==> src/inc/mcju_pkg.sv <==
package mcju_pkg;
  // Instruction layout
  localparam int OPC_HI = 15;
  localparam int OPC_LO = 11;
  localparam int COND_HI = 10;
  localparam int COND_LO = 5;
  localparam int JRS_BIT = 4;
  localparam int DEST_HI = 4;
  localparam int DEST_LO = 0;
  localparam int LOW4_HI = 3;
  localparam logic [4:0] OPC_FAR = 5'h07;
  localparam logic [4:0] OPC_REL = 5'h00;
  localparam logic [3:0] LOW_FAR = 4'h0;
  // Core identity jump: 00111 001100 sel jr 101
  localparam logic [10:0] ID_FAR_TOP = 11'h1CC;
  localparam logic [2:0] ID_FAR_LOW = 3'h5;
  localparam int ID_SEL_BIT = 4;
  localparam int ID_JRS_BIT = 3;
  // Address width of code memory
  localparam int PC_W = 10;
  localparam logic [9:0] PC_RST = 10'h000;
  localparam logic [9:0] PC_ONE = 10'h001;
  // Condition code groups
  localparam logic [5:0] C_TC = 6'h20;
  localparam logic [5:0] C_START_LO = 6'h24;
  localparam logic [5:0] C_START_HI = 6'h25;
  localparam logic [5:0] C_SCV_LO = 6'h26;
  localparam logic [5:0] C_SCS_LO = 6'h29;
  localparam logic [5:0] C_SCV_HI = 6'h2C;
  localparam logic [5:0] C_ALU = 6'h2F;
  localparam logic [5:0] C_VB_HI = 6'h30;
  localparam logic [5:0] C_VB_LO = 6'h31;
  localparam logic [5:0] C_CUR_HI = 6'h32;
  localparam logic [5:0] C_CUR_LO = 6'h38;
  localparam logic [5:0] C_OWN_HI = 6'h3E;
  localparam logic [5:0] C_OWN_LO = 6'h3F;
  localparam logic [3:0] FLAG_CURRENT_FOUR_TEST = 4'hC;

  // Condition sources
  typedef struct packed {
    logic [15:0] flags;
    logic [3:0] terminal_count;
    logic start_level;
    logic [2:0] shortcut_drain;
    logic [2:0] shortcut_source;
    logic alu_done;
    logic boost_level_test;
    logic [2:0] current_low3;
    logic current_four_test;
    logic [1:0] current56_low;
    logic [1:0] current56_high;
    logic [1:0] current56_neg;
    logic own_current;
  } mcju_src_t;

  typedef enum logic [2:0] {
    ST_IDLE = 3'b001,
    ST_EXEC = 3'b010,
    ST_HOLD = 3'b100
  } mcju_state_t;
endpackage : mcju_pkg

==> src/core/mcju_top.sv <==
`timescale 1ns/1ps
// Notes on behaviour
// - A true condition on a far jump loads the chosen jump register.
// - The far form is 00111 in bits 15..11 and zero in bits 3..0.
// - A relative target is the own address plus the signed 5-bit offset.
// - The relative form is zero in bits 15..11, then condition and offset.
// - Codes 0..15 test flag n low and codes 16..31 test flag n high.
// - Codes 32..35 test the terminal counts of counters 1 to 4.
// - Code 36 is true for start low and code 37 for start high.
// - Codes 38..46 test shortcut drain low, source low, then drain high.
// - Code 47 is true once the last requested ALU operation has finished.
// - Code 48 is true for boost voltage high and code 49 for it low.
// - Codes 50..55 test six current feedbacks high and 56..61 low.
// - Code 62 tests own current feedback high and code 63 tests it low.
// - Flag 12 codes test current feedback 4 when that channel is on.
// - The channel configuration picks measurement 5 or 6 for shared tests.
// - An identity far jump is taken only if the core matches its select.
// - Far jumps reach any address held in the named jump register.
module mcju_top (
  input wire logic clock,
  input wire logic reset,
  input wire logic instr_valid,
  input wire logic [15:0] instr,
  input wire logic [9:0] jump_register_group [2],
  input wire mcju_pkg::mcju_src_t sources,
  input wire logic current_four_enable,
  input wire logic current_channel_config,
  input wire logic core_id,
  output logic [9:0] micro_program_counter,
  output logic jump_taken,
  output logic is_jump
);
  logic [9:0] pc_r;
  logic [9:0] pc_nxt;
  logic taken_r;
  logic is_jump_r;
  logic [5:0] cond;
  logic jump_register_select;
  logic core_identity_select;
  logic dec_far;
  logic dec_rel;
  logic dec_id;
  logic cond_true;
  logic [9:0] rel_tgt;
  logic [9:0] far_tgt;
  logic [9:0] seq_pc;
  logic flag_bit;
  logic [5:0] cur_vec;
  logic shared_current_low_threshold;
  logic shared_high;
  logic shared_neg;
  logic do_jump;

  // Field extraction
  assign cond = instr[mcju_pkg::COND_HI:mcju_pkg::COND_LO];
  assign jump_register_select = dec_id ? instr[mcju_pkg::ID_JRS_BIT] :
    instr[mcju_pkg::JRS_BIT];
  assign core_identity_select = instr[mcju_pkg::ID_SEL_BIT];

  // Decode of the three jump forms
  assign dec_far = (instr[mcju_pkg::OPC_HI:mcju_pkg::OPC_LO] ==
    mcju_pkg::OPC_FAR) && (instr[mcju_pkg::LOW4_HI:0] ==
    mcju_pkg::LOW_FAR);
  assign dec_rel = (instr[mcju_pkg::OPC_HI:mcju_pkg::OPC_LO] ==
    mcju_pkg::OPC_REL);
  assign dec_id = (instr[15:5] == mcju_pkg::ID_FAR_TOP) &&
    (instr[2:0] == mcju_pkg::ID_FAR_LOW);

  // Flag 12 gives way to current 4 when that channel is on
  assign flag_bit = (cond[3:0] == mcju_pkg::FLAG_CURRENT_FOUR_TEST &&
    current_four_enable) ? sources.current_four_test :
    sources.flags[cond[3:0]];

  // Only one of measurements 5/6 feeds the shared tests
  assign shared_current_low_threshold = current_channel_config ?
    sources.current56_low[1] : sources.current56_low[0];
  assign shared_high = current_channel_config ?
    sources.current56_high[1] : sources.current56_high[0];
  assign shared_neg = current_channel_config ?
    sources.current56_neg[1] : sources.current56_neg[0];
  assign cur_vec = {shared_neg, shared_high, shared_current_low_threshold,
    sources.current_low3};

  // Condition multiplexer, priority by code range
  always_comb begin
    cond_true = 1'b0;
    if (cond < 6'h10) begin
      cond_true = ~flag_bit;
    end else if (cond < mcju_pkg::C_TC) begin
      cond_true = flag_bit;
    end else if (cond < mcju_pkg::C_START_LO) begin
      cond_true = sources.terminal_count[cond[1:0]];
    end else if (cond == mcju_pkg::C_START_LO) begin
      cond_true = ~sources.start_level;
    end else if (cond == mcju_pkg::C_START_HI) begin
      cond_true = sources.start_level;
    end else if (cond < mcju_pkg::C_SCS_LO) begin
      cond_true = ~sources.shortcut_drain[
        2'(cond - mcju_pkg::C_SCV_LO)];
    end else if (cond < mcju_pkg::C_SCV_HI) begin
      cond_true = ~sources.shortcut_source[
        2'(cond - mcju_pkg::C_SCS_LO)];
    end else if (cond < mcju_pkg::C_ALU) begin
      cond_true = sources.shortcut_drain[2'(cond - mcju_pkg::C_SCV_HI)];
    end else if (cond == mcju_pkg::C_ALU) begin
      cond_true = sources.alu_done;
    end else if (cond == mcju_pkg::C_VB_HI) begin
      cond_true = sources.boost_level_test;
    end else if (cond == mcju_pkg::C_VB_LO) begin
      cond_true = ~sources.boost_level_test;
    end else if (cond < mcju_pkg::C_CUR_LO) begin
      cond_true = cur_vec[3'(cond - mcju_pkg::C_CUR_HI)];
    end else if (cond < mcju_pkg::C_OWN_HI) begin
      cond_true = ~cur_vec[3'(cond - mcju_pkg::C_CUR_LO)];
    end else if (cond == mcju_pkg::C_OWN_HI) begin
      cond_true = sources.own_current;
    end else begin
      cond_true = ~sources.own_current;
    end
  end

  // Targets; offset is sign-extended to the counter width
  assign rel_tgt = pc_r + {{5{instr[4]}}, instr[4:0]};
  assign far_tgt = jump_register_group[jump_register_select];
  assign seq_pc = pc_r + mcju_pkg::PC_ONE;
  assign do_jump = instr_valid && (((dec_far || dec_rel) && cond_true) ||
    (dec_id && core_id == core_identity_select));

  // Next counter value; false condition falls through
  always_comb begin
    pc_nxt = pc_r;
    if (instr_valid) begin
      pc_nxt = seq_pc;
      if (do_jump && dec_rel) begin
        pc_nxt = rel_tgt;
      end else if (do_jump) begin
        pc_nxt = far_tgt;
      end
    end
  end

  // Counter register; one instruction per valid cycle
  always_ff @(posedge clock) begin
    if (reset) begin
      pc_r <= mcju_pkg::PC_RST;
      taken_r <= 1'b0;
      is_jump_r <= 1'b0;
    end else begin
      pc_r <= pc_nxt;
      taken_r <= do_jump;
      is_jump_r <= instr_valid && (dec_far || dec_rel || dec_id);
    end
  end

  assign micro_program_counter = pc_r;
  assign jump_taken = taken_r;
  assign is_jump = is_jump_r;

  a_far_load: assert property (@(posedge clock) disable iff (reset)
    (instr_valid && dec_far && cond_true) |=>
    pc_r == $past(far_tgt))
    else $error("far jump target not loaded");
  a_rel_target: assert property (@(posedge clock) disable iff (reset)
    (instr_valid && dec_rel && cond_true) |=>
    pc_r == 10'($past(pc_r) + {{5{$past(instr[4])}}, $past(instr[4:0])}))
    else $error("relative target wrong");
  a_fall_through: assert property (@(posedge clock) disable iff (reset)
    (instr_valid && (dec_far || dec_rel) && !cond_true) |=>
    pc_r == 10'($past(pc_r) + 10'h001))
    else $error("false condition did not advance");
  a_id_match: assert property (@(posedge clock) disable iff (reset)
    (instr_valid && dec_id && core_id != core_identity_select) |=>
    !jump_taken)
    else $error("identity jump taken on mismatch");
  a_flag_low: assert property (@(posedge clock) disable iff (reset)
    (cond < 6'h10 && !(cond[3:0] == 4'hC && current_four_enable)) |->
    cond_true == !sources.flags[cond[3:0]])
    else $error("flag low test wrong");
  a_current_four_test_swap: assert property (@(posedge clock) disable iff (reset)
    (cond == 6'h1C && current_four_enable) |->
    cond_true == sources.current_four_test)
    else $error("current four not substituted");
  a_start_test: assert property (@(posedge clock) disable iff (reset)
    (cond == 6'h25) |-> cond_true == sources.start_level)
    else $error("start test wrong");
  a_alu_poll: assert property (@(posedge clock) disable iff (reset)
    (cond == 6'h2F) |-> cond_true == sources.alu_done)
    else $error("alu done test wrong");
  a_own_low: assert property (@(posedge clock) disable iff (reset)
    (cond == 6'h3F) |-> cond_true == !sources.own_current)
    else $error("own current low test wrong");
  a_shared_sel: assert property (@(posedge clock) disable iff (reset)
    (cond == 6'h35) |->
    cond_true == sources.current56_low[current_channel_config])
    else $error("shared current channel wrong");

  // Far form with any low bit set, except the identity form, must not count as a jump
  a_far_nibble: assert property (@(posedge clock) disable iff (reset)
    (instr_valid && instr[15:11] == 5'h07 && instr[3:0] != 4'h0 &&
    !(instr[15:5] == 11'h1CC && instr[2:0] == 3'h5)) |=> !is_jump)
    else $error("far form accepted with low bits set");

  // Far form with a clear low nibble is always reported as a jump
  a_far_decode: assert property (@(posedge clock) disable iff (reset)
    (instr_valid && instr[15:11] == 5'h07 && instr[3:0] == 4'h0) |=>
    is_jump)
    else $error("far form not recognised");

  // Any word with a clear top field is a relative jump
  a_rel_decode: assert property (@(posedge clock) disable iff (reset)
    (instr_valid && instr[15:11] == 5'h00) |=> is_jump)
    else $error("relative form not recognised");

  // Far target follows the select bit, not one fixed register
  a_far_reach: assert property (@(posedge clock) disable iff (reset)
    (instr_valid && instr[15:11] == 5'h07 && instr[3:0] == 4'h0 &&
    cond_true) |=> pc_r == ($past(instr[4]) ?
    $past(jump_register_group[1]) : $past(jump_register_group[0])))
    else $error("far target from wrong register");

  // Identity form keeps its register select one bit below the far form
  a_id_taken: assert property (@(posedge clock) disable iff (reset)
    (instr_valid && instr[15:5] == 11'h1CC && instr[2:0] == 3'h5 &&
    core_id == instr[4]) |=> jump_taken && pc_r == ($past(instr[3]) ?
    $past(jump_register_group[1]) : $past(jump_register_group[0])))
    else $error("identity jump not taken on match");

  // Mismatched identity falls through like any false condition
  a_id_advance: assert property (@(posedge clock) disable iff (reset)
    (instr_valid && instr[15:5] == 11'h1CC && instr[2:0] == 3'h5 &&
    core_id != instr[4]) |=> pc_r == 10'($past(pc_r) + 10'h001))
    else $error("identity mismatch did not advance");

  // A false condition never reports a taken jump
  a_false_idle: assert property (@(posedge clock) disable iff (reset)
    (instr_valid && (dec_far || dec_rel) && !cond_true) |=> !jump_taken)
    else $error("false condition reported as taken");

  // Flag high codes; flag 12 with current 4 on is left to the swap checks
  a_flag_high: assert property (@(posedge clock) disable iff (reset)
    (cond[5:4] == 2'h1 && !(cond[3:0] == 4'hC && current_four_enable)) |->
    cond_true == sources.flags[cond[3:0]])
    else $error("flag high test wrong");

  // Low flag-12 code moves over to current 4 as well
  a_current_four_test_low: assert property (@(posedge clock) disable iff (reset)
    (cond == 6'h0C && current_four_enable) |->
    cond_true == !sources.current_four_test)
    else $error("current four low not substituted");

  // Last terminal count code picks counter 4
  a_term_count: assert property (@(posedge clock) disable iff (reset)
    (cond == 6'h23) |-> cond_true == sources.terminal_count[3])
    else $error("terminal count test wrong");

  // Start low polarity
  a_start_low: assert property (@(posedge clock) disable iff (reset)
    (cond == 6'h24) |-> cond_true == !sources.start_level)
    else $error("start low test wrong");

  // First shortcut drain low
  a_drain_low: assert property (@(posedge clock) disable iff (reset)
    (cond == 6'h26) |-> cond_true == !sources.shortcut_drain[0])
    else $error("shortcut drain low test wrong");

  // Third shortcut source low
  a_source_low: assert property (@(posedge clock) disable iff (reset)
    (cond == 6'h2B) |-> cond_true == !sources.shortcut_source[2])
    else $error("shortcut source low test wrong");

  // Third shortcut drain high
  a_drain_high: assert property (@(posedge clock) disable iff (reset)
    (cond == 6'h2E) |-> cond_true == sources.shortcut_drain[2])
    else $error("shortcut drain high test wrong");

  // Boost indication high
  a_boost_high: assert property (@(posedge clock) disable iff (reset)
    (cond == 6'h30) |-> cond_true == sources.boost_level_test)
    else $error("boost high test wrong");

  // Boost indication low
  a_boost_low: assert property (@(posedge clock) disable iff (reset)
    (cond == 6'h31) |-> cond_true == !sources.boost_level_test)
    else $error("boost low test wrong");

  // Current feedback 1 high
  a_cur_high: assert property (@(posedge clock) disable iff (reset)
    (cond == 6'h32) |-> cond_true == sources.current_low3[0])
    else $error("current high test wrong");

  // Current feedback 3 low
  a_cur_low: assert property (@(posedge clock) disable iff (reset)
    (cond == 6'h3A) |-> cond_true == !sources.current_low3[2])
    else $error("current low test wrong");

  // Shared negative threshold follows the channel choice
  a_shared_neg: assert property (@(posedge clock) disable iff (reset)
    (cond == 6'h37) |->
    cond_true == sources.current56_neg[current_channel_config])
    else $error("shared negative channel wrong");

  // Shared high threshold low test follows the channel choice
  a_shared_high: assert property (@(posedge clock) disable iff (reset)
    (cond == 6'h3C) |->
    cond_true == !sources.current56_high[current_channel_config])
    else $error("shared high channel wrong");

  // Own current feedback high
  a_own_high: assert property (@(posedge clock) disable iff (reset)
    (cond == 6'h3E) |-> cond_true == sources.own_current)
    else $error("own current high test wrong");
endmodule : mcju_top

==> config.mk <==
export PLATFORM = sky130hd
export DESIGN_NAME = mcju_top
export DESIGN_NICKNAME = d
export VERILOG_FILES = /design/src/inc/mcju_pkg.sv /design/src/core/mcju_top.sv
export SDC_FILE = /design/constraint.sdc
export NUM_CORES = 1
export LEC_CHECK = 0
export BUFFER_PORTS_ARGS = -buffer_cell sky130_fd_sc_hd__buf_2
export CAP_MARGIN = 20
export CELL_PAD_IN_SITES_DETAIL_PLACEMENT = 2
export CELL_PAD_IN_SITES_GLOBAL_PLACEMENT = 2
export CORE_MARGIN = 3
export CORE_UTILIZATION = 25
export DETAILED_ROUTE_END_ITERATION = 16
export PLACE_DENSITY_LB_ADDON = 0.1
export SYNTH_ARGS = -nofsm -noshare
export SYNTH_HDL_FRONTEND = slang
export SYNTH_SLANG_ARGS = --single-unit
==> constraint.sdc <==
create_clock -name clock -period 4.2 [get_ports clock]
set_clock_uncertainty 0.05 [all_clocks]
set_input_delay 0.84 -clock clock [delete_from_list [all_inputs] [get_ports clock]]
set_output_delay 0.84 -clock clock [all_outputs]
set_load 0.005 [all_outputs]
## Yosys cells after proc, flatten, opt, wreduce, memory -nomap -nowiden

Cells that the tools add are included.

- Register bits after elaboration: 12
- Input bits: 82
- Word-level logic and storage cells: 96

- Add/sub/neg operators: 7
- $lt $le $gt $ge: 16
- Eq/ne operators: 11
- Mux-type cells: 38
- Bitwise gates (word level): 8
- Reductions and logical operators: 13

Operators by type and width:

| kind | number |
|---|---|
| 10-bit 2-to-1 mux | 5 |
| 6-bit < comparator, second input constant | 7 |
| 6-bit equality test, second input constant | 6 |
| 1-bit 2-to-1 mux | 26 |
| 2-bit by 3-bit < comparator with 1-bit output, second input constant | 4 |
| 11-bit by 9-bit equality test with 1-bit output, second input constant | 1 |
| 10-bit by 1-bit adder with 10-bit output, second input constant | 1 |
| 10-bit adder | 1 |
| 1-bit binary-select mux with 2-bit select | 4 |
| 1-bit logical AND | 8 |
| 3-bit by 4-bit < comparator with 1-bit output, second input constant | 2 |
| 1-bit NOT | 7 |
| 1-bit binary-select mux with 3-bit select | 2 |
| 6-bit by 5-bit < comparator with 1-bit output, second input constant | 1 |
| 5-bit by 3-bit equality test with 1-bit output, second input constant | 1 |
| 5-bit logical NOT | 1 |
| 4-bit by 5-bit < comparator with 1-bit output, second input constant | 1 |
| 1-bit binary-select mux with 4-bit select | 1 |
| 4-bit equality test, second input constant | 1 |
| 4-bit logical NOT | 1 |
| 2-bit by 1-bit subtractor with 2-bit output, second input constant | 2 |
| 3-bit equality test, second input constant | 1 |
| 1-bit logical OR | 3 |
| 3-bit by 1-bit subtractor with 3-bit output, second input constant | 1 |
| other kinds (5) | 5 |

## Longest topological paths before layout

- Depth in word-level cells: 22
- Depth in mapped cells: 14

## Least setup slack after synthesis

OpenSTA, ideal clock, no wires.

- Path kind: in2reg
- Start: input instr[5]
- End: register pc_r[1] (netlist: micro_program_counter[1])
- Setup time: 91 ps
- Arrival: 3,409 ps
- Setup slack: 650 ps
- Cell stages on the path: 13
- Buffers on the path: 3
- Path through: buf_4 > buf_2 > clkbuf_1 > inv_1 > ha_1 > a21o_1 > a32o_1 > a31oi_1 > o2111ai_1 > a211o_1 > o211a_2 > a211o_1 > a311oi_1

- Cells in the longest elaborated chain, start to end: 22
- Elaborated cells on any way between the ends: 68
- Those cells by class: add/sub: 5; order compare: 8; eq/ne: 8; mux: 35; bitwise: 5; reduce/logical: 7

Ends and longest elaborated chain:

| what | RTL line | text |
|---|---|---|
| start, declared | mcju_top.sv:23 | `input wire logic [15:0] instr,` |
| 3-bit by 1-bit subtractor with 3-bit output | mcju_top.sv:114 | `cond_true = ~cur_vec[3'(cond - mcju_pkg::C_CUR_LO)];` |
| 1-bit binary-select mux with 3-bit select | mcju_top.sv:114 |  |
| 1-bit 2-to-1 mux (implied by the code) | mcju_top.sv:114 |  |
| 1-bit NOT | mcju_top.sv:114 |  |
| 1-bit 2-to-1 mux | mcju_top.sv:113 | `end else if (cond < mcju_pkg::C_OWN_HI) begin` |
| 1-bit 2-to-1 mux | mcju_top.sv:111 | `end else if (cond < mcju_pkg::C_CUR_LO) begin` |
| 1-bit 2-to-1 mux | mcju_top.sv:109 | `end else if (cond == mcju_pkg::C_VB_LO) begin` |
| 1-bit 2-to-1 mux | mcju_top.sv:107 | `end else if (cond == mcju_pkg::C_VB_HI) begin` |
| (+6 left out) | n/a |  |
| 1-bit 2-to-1 mux | mcju_top.sv:91 | `end else if (cond < mcju_pkg::C_START_LO) begin` |
| 1-bit 2-to-1 mux | mcju_top.sv:89 | `end else if (cond < mcju_pkg::C_TC) begin` |
| 1-bit 2-to-1 mux | mcju_top.sv:87 | `if (cond < 6'h10) begin` |
| 1-bit logical AND | mcju_top.sv:126 | `assign do_jump = instr_valid && (((dec_far \|\| dec_rel) && cond_true) \|\|` |
| 1-bit logical OR | mcju_top.sv:126 |  |
| 1-bit logical AND | mcju_top.sv:126 |  |
| 10-bit 2-to-1 mux or 1-bit logical AND (tied branches) | mcju_top.sv:136, mcju_top.sv:134 |  |
| 10-bit 2-to-1 mux * | mcju_top.sv:134 | `if (do_jump && dec_rel) begin` |
| end signal, assigned | mcju_top.sv:145 | `pc_r <= mcju_pkg::PC_RST;` |
| end signal, assigned | mcju_top.sv:149 | `pc_r <= pc_nxt;` |
| end, declared | mcju_top.sv:33 | `logic [9:0] pc_r;` |

Every way passes the cells marked *; elsewhere a longest branch is shown, timed or not. The select of a mux whose other input is x is not followed.
A chain may end at the register's enable or synchronous reset.

## Final worst setup path

Ends and elaborated chain as after synthesis.

==> run_results.csv <==
group,metric,value,unit
clocking,post_cts_buffers,0,
synthesis,synth.top_cell.area_share,0.116,
timing,finalMaxSlewViolations,0,
floorplanning,die_h,97.0,µm
pwr,leakage,1.17,nW
route,via_count,2406,
floorplanning,pin_count,94,
timing,rsz0062_at_grt,"false",
floorplanning,design.core.area,7890,µm²
setup_path,crit_slowest_cell,"o211a_2",
cells_and_area,multi_input_area,1720,µm²
global_routing,overflow,0,
place,place_congestion,0.809,
synthesis,yosys_warnings,0,
setup_path,timing.critical_path.mode_cell,"a211o_1",
global_routing,grt_use_total,0.164,
timing,min_period,3.62,ns
route,drt_iter0_drc,67,
setup_path,arrival,3.73,ns
synthesis,synth_top_cells_by_area,"dfxtp_1 12%, ha_1 9.1%, mux2i_1 8.7%",
pwr,p_per_area,157,nW/µm²
setup_path,setup.worst_path.start,"instr[5]",
floorplanning,rows,32,
clocking,cts-buffers-inserted,3,
place,port_buffers,93,
clocking,cts_hold_buffers,0,
floorplanning,start_util,0.262,
setup_path,critical-path-max-stage-delay,0.42,ns
status,status,"finished clean",
synthesis,synth_largest_area_cell,"dfxtp_1",
route,drtAntennaViolNets,0,
clocking,clock_sinks,12,
setup_path,critPathRequiredTime,4.30,ns
clocking,clock_latency,0.24,ns
timing,worst_slew_pin_slew,0.513,ns
cells_and_area,syn2layout_area_growth,28.2,%
global_routing,antenna_found_initial,0,
clocking,cts_tree,"built",
cells_and_area,num-fill-cells,980,
synthesis,avgSynthCellArea,7.69,µm²
cells_and_area,utilization,0.336,
cells_and_area,nNetsFinal,449,
synthesis,yosysSeqAreaShare,0.116,
synthesis,ys_ff_latch,12,
timing,finalCritPeriodShare,0.862,
setup_path,reg2reg_slack,1.64,ns
synthesis,yosysUniqueCellTypes,52,
setup_path,worstReg2RegEnd,"micro_program_counter[9]",
setup_path,crit_path_end,"micro_program_counter[1]",
clocking,clk_pin_slew,0.06,ns
route,vias_per_cell,5.33,
worst_hold_path,hold_path_class,"reg -> reg",
cells_and_area,seqCellArea,240,µm²
synthesis,syn_nets,367,
setup_path,r2r_cells,9,
setup_path,critPathLaunchType,"input pin",
job,drv_cap,0,
timing,whs,0.533,ns
timing,setup_tns,0,ns
cells_and_area,final_cells,451,
route,avgRoutedWirePerCell,17.0,µm
pwr,ir_worst_vdd,0.0502,mV
timing,hold_viol,0,
global_routing,grt_pass1_vias,2487,
route,routed_wirelength,7.67,mm
setup_path,r2r-start,"micro_program_counter[1]",
setup_path,crit_chain,"buf_2 -> inv_1 -> ha_1 -> a21o_1 -> a32o_1 -> a31oi_1 -> o2111ai_1 -> a211o_1 -> o211a_2 -> a211o_1 -> a311oi_1",
global_routing,grt_max_degree,29,
global_routing,grt_pass1_wl,13.0,mm
route,drc,0,
floorplanning,die_w,97.0,µm
place,place_hpwl,6.31,mm
timing,slew_headroom,0.658,
synthesis,synthCells,269,
route,first_pass_iters,4,
clocking,cts-root-buf,"clkbuf_8",
synthesis,ys_top_cells_by_count,"21 x nor2_1, 18 x mux2i_1, 15 x a21oi_1, 15 x ha_1, 15 x o21ai_0",
clocking,clockBufferDepth,2,
clocking,post_cts_resized,0,
timing,final-setup-viol-count,0,
synthesis,yosysMostFrequentCell,"nor2_1",
clocking,htree_levels,1,
setup_path,crit_type,"in -> reg",
cells_and_area,drive_gt1_frac,0.307,
setup_path,end_kind,"flip-flop",
setup_path,critPathMaxFanout,25,
synthesis,async_reset_ff_frac,0,
synthesis,synth_edf_count,0,
place,placed_cells,448,
cells_and_area,diodes,0,
synthesis,synth_area,2070,µm²
synthesis,synth-main-ff-cell,"dfxtp_1",
timing,fmax,276,MHz
floorplanning,dieArea,9400,µm²
==> cell usage in the layout (no fill, tap or decap), types with 4 or more instances in the layout <==
cell type / count
nor2_1: 21
mux4_2: 5
inv_1: 10
buf_2: 93
a211oi_1: 7
nand3_1: 10
mux2i_1: 18
xor2_1: 4
nor3_1: 6
xnor2_1: 5
a31oi_1: 8
nor4b_1: 4
o21ai_0: 15
a21oi_1: 15
nand2_1: 13
nand2b_1: 7
nor2b_1: 8
o311ai_0: 5
nor3b_1: 13
ha_1: 15
nand3b_1: 5
dfxtp_1: 12
==> state kept, by name, summed over array words and instances (netlist names) <==
name                   count
is_jump                    1
micro_program_counter     10
jump_taken                 1
==> through the flow <==
step / setup WS [ns] / power [W] / instance area [µm²]
floorplan: 0.650 / 0.000236 / 2070
global placement: 0.442 / 0.000309 / 2610
detailed placement: 0.307 / 0.000314 / 2610
CTS: 0.547 / 0.000423 / 2650
global route: 0.331 / 0.000455 / 2650
finish: 0.578 / 0.000417 / 2650
==> cell families (layout without fill, tap and decap cells) <==
kind of cell,Yosys count,in the layout,synth area share
AND/OR/NAND/NOR,105,105,0.299
AO/OA/AOI/OAI,75,75,0.248
buffers and inverters,29,109,0.0569
multiplexers,23,23,0.142
adder cells (fa/ha/maj),16,16,0.100
flip-flops,12,12,0.116
XOR/XNOR,9,9,0.0381
==> where the power goes <==
part           switching [W]  total, W  internal, W
logic              0.0000962  0.000185    0.0000891
registers         0.00000658  0.000124     0.000117
clock network      0.0000448  0.000108    0.0000633
==> routing by layer <==
metal  wire (µm)  vias up  track usage
li1            -     1189            -
met3         290        2       0.0173
met4          27        0       0.0227
met5           0        -            0
met1        3780     1165        0.239
met2        3570       50        0.266
==> critical path, delay by kind of cell <==
family                     cells  cell delay [ns]
adders and majority gates      1             0.33
AOI/OAI and AO/OA              8             1.99
buffers and inverters          2             0.57
==> final cells by class <==
| cell class | count | share of cell area |
|---|---|---|
| multi-input combinational | 228 | 0.647 |
| sequential | 12 | 0.0906 |
| tap | 102 | 0.0481 |
| timing repair buffer | 96 | 0.184 |
| clock buffer | 3 | 0.0156 |
| inverter | 10 | 0.0142 |
==> how the worst min path moves through the flow <==
stage	slack [ns]	endpoint	startpoint	cells past startpoint
6_report	0.53	micro_program_counter[0]	micro_program_counter[0]	2
4_1_cts	0.54	micro_program_counter[0]	micro_program_counter[0]	2
2_1_floorplan	0.48	micro_program_counter[0]	micro_program_counter[0]	2
5_1_grt	0.58	micro_program_counter[0]	micro_program_counter[0]	2
3_3_place_gp	0.52	micro_program_counter[1]	micro_program_counter[1]	2
3_5_place_dp	0.53	micro_program_counter[0]	micro_program_counter[0]	2
No activity file was read; power rests on OpenSTA's default activity.
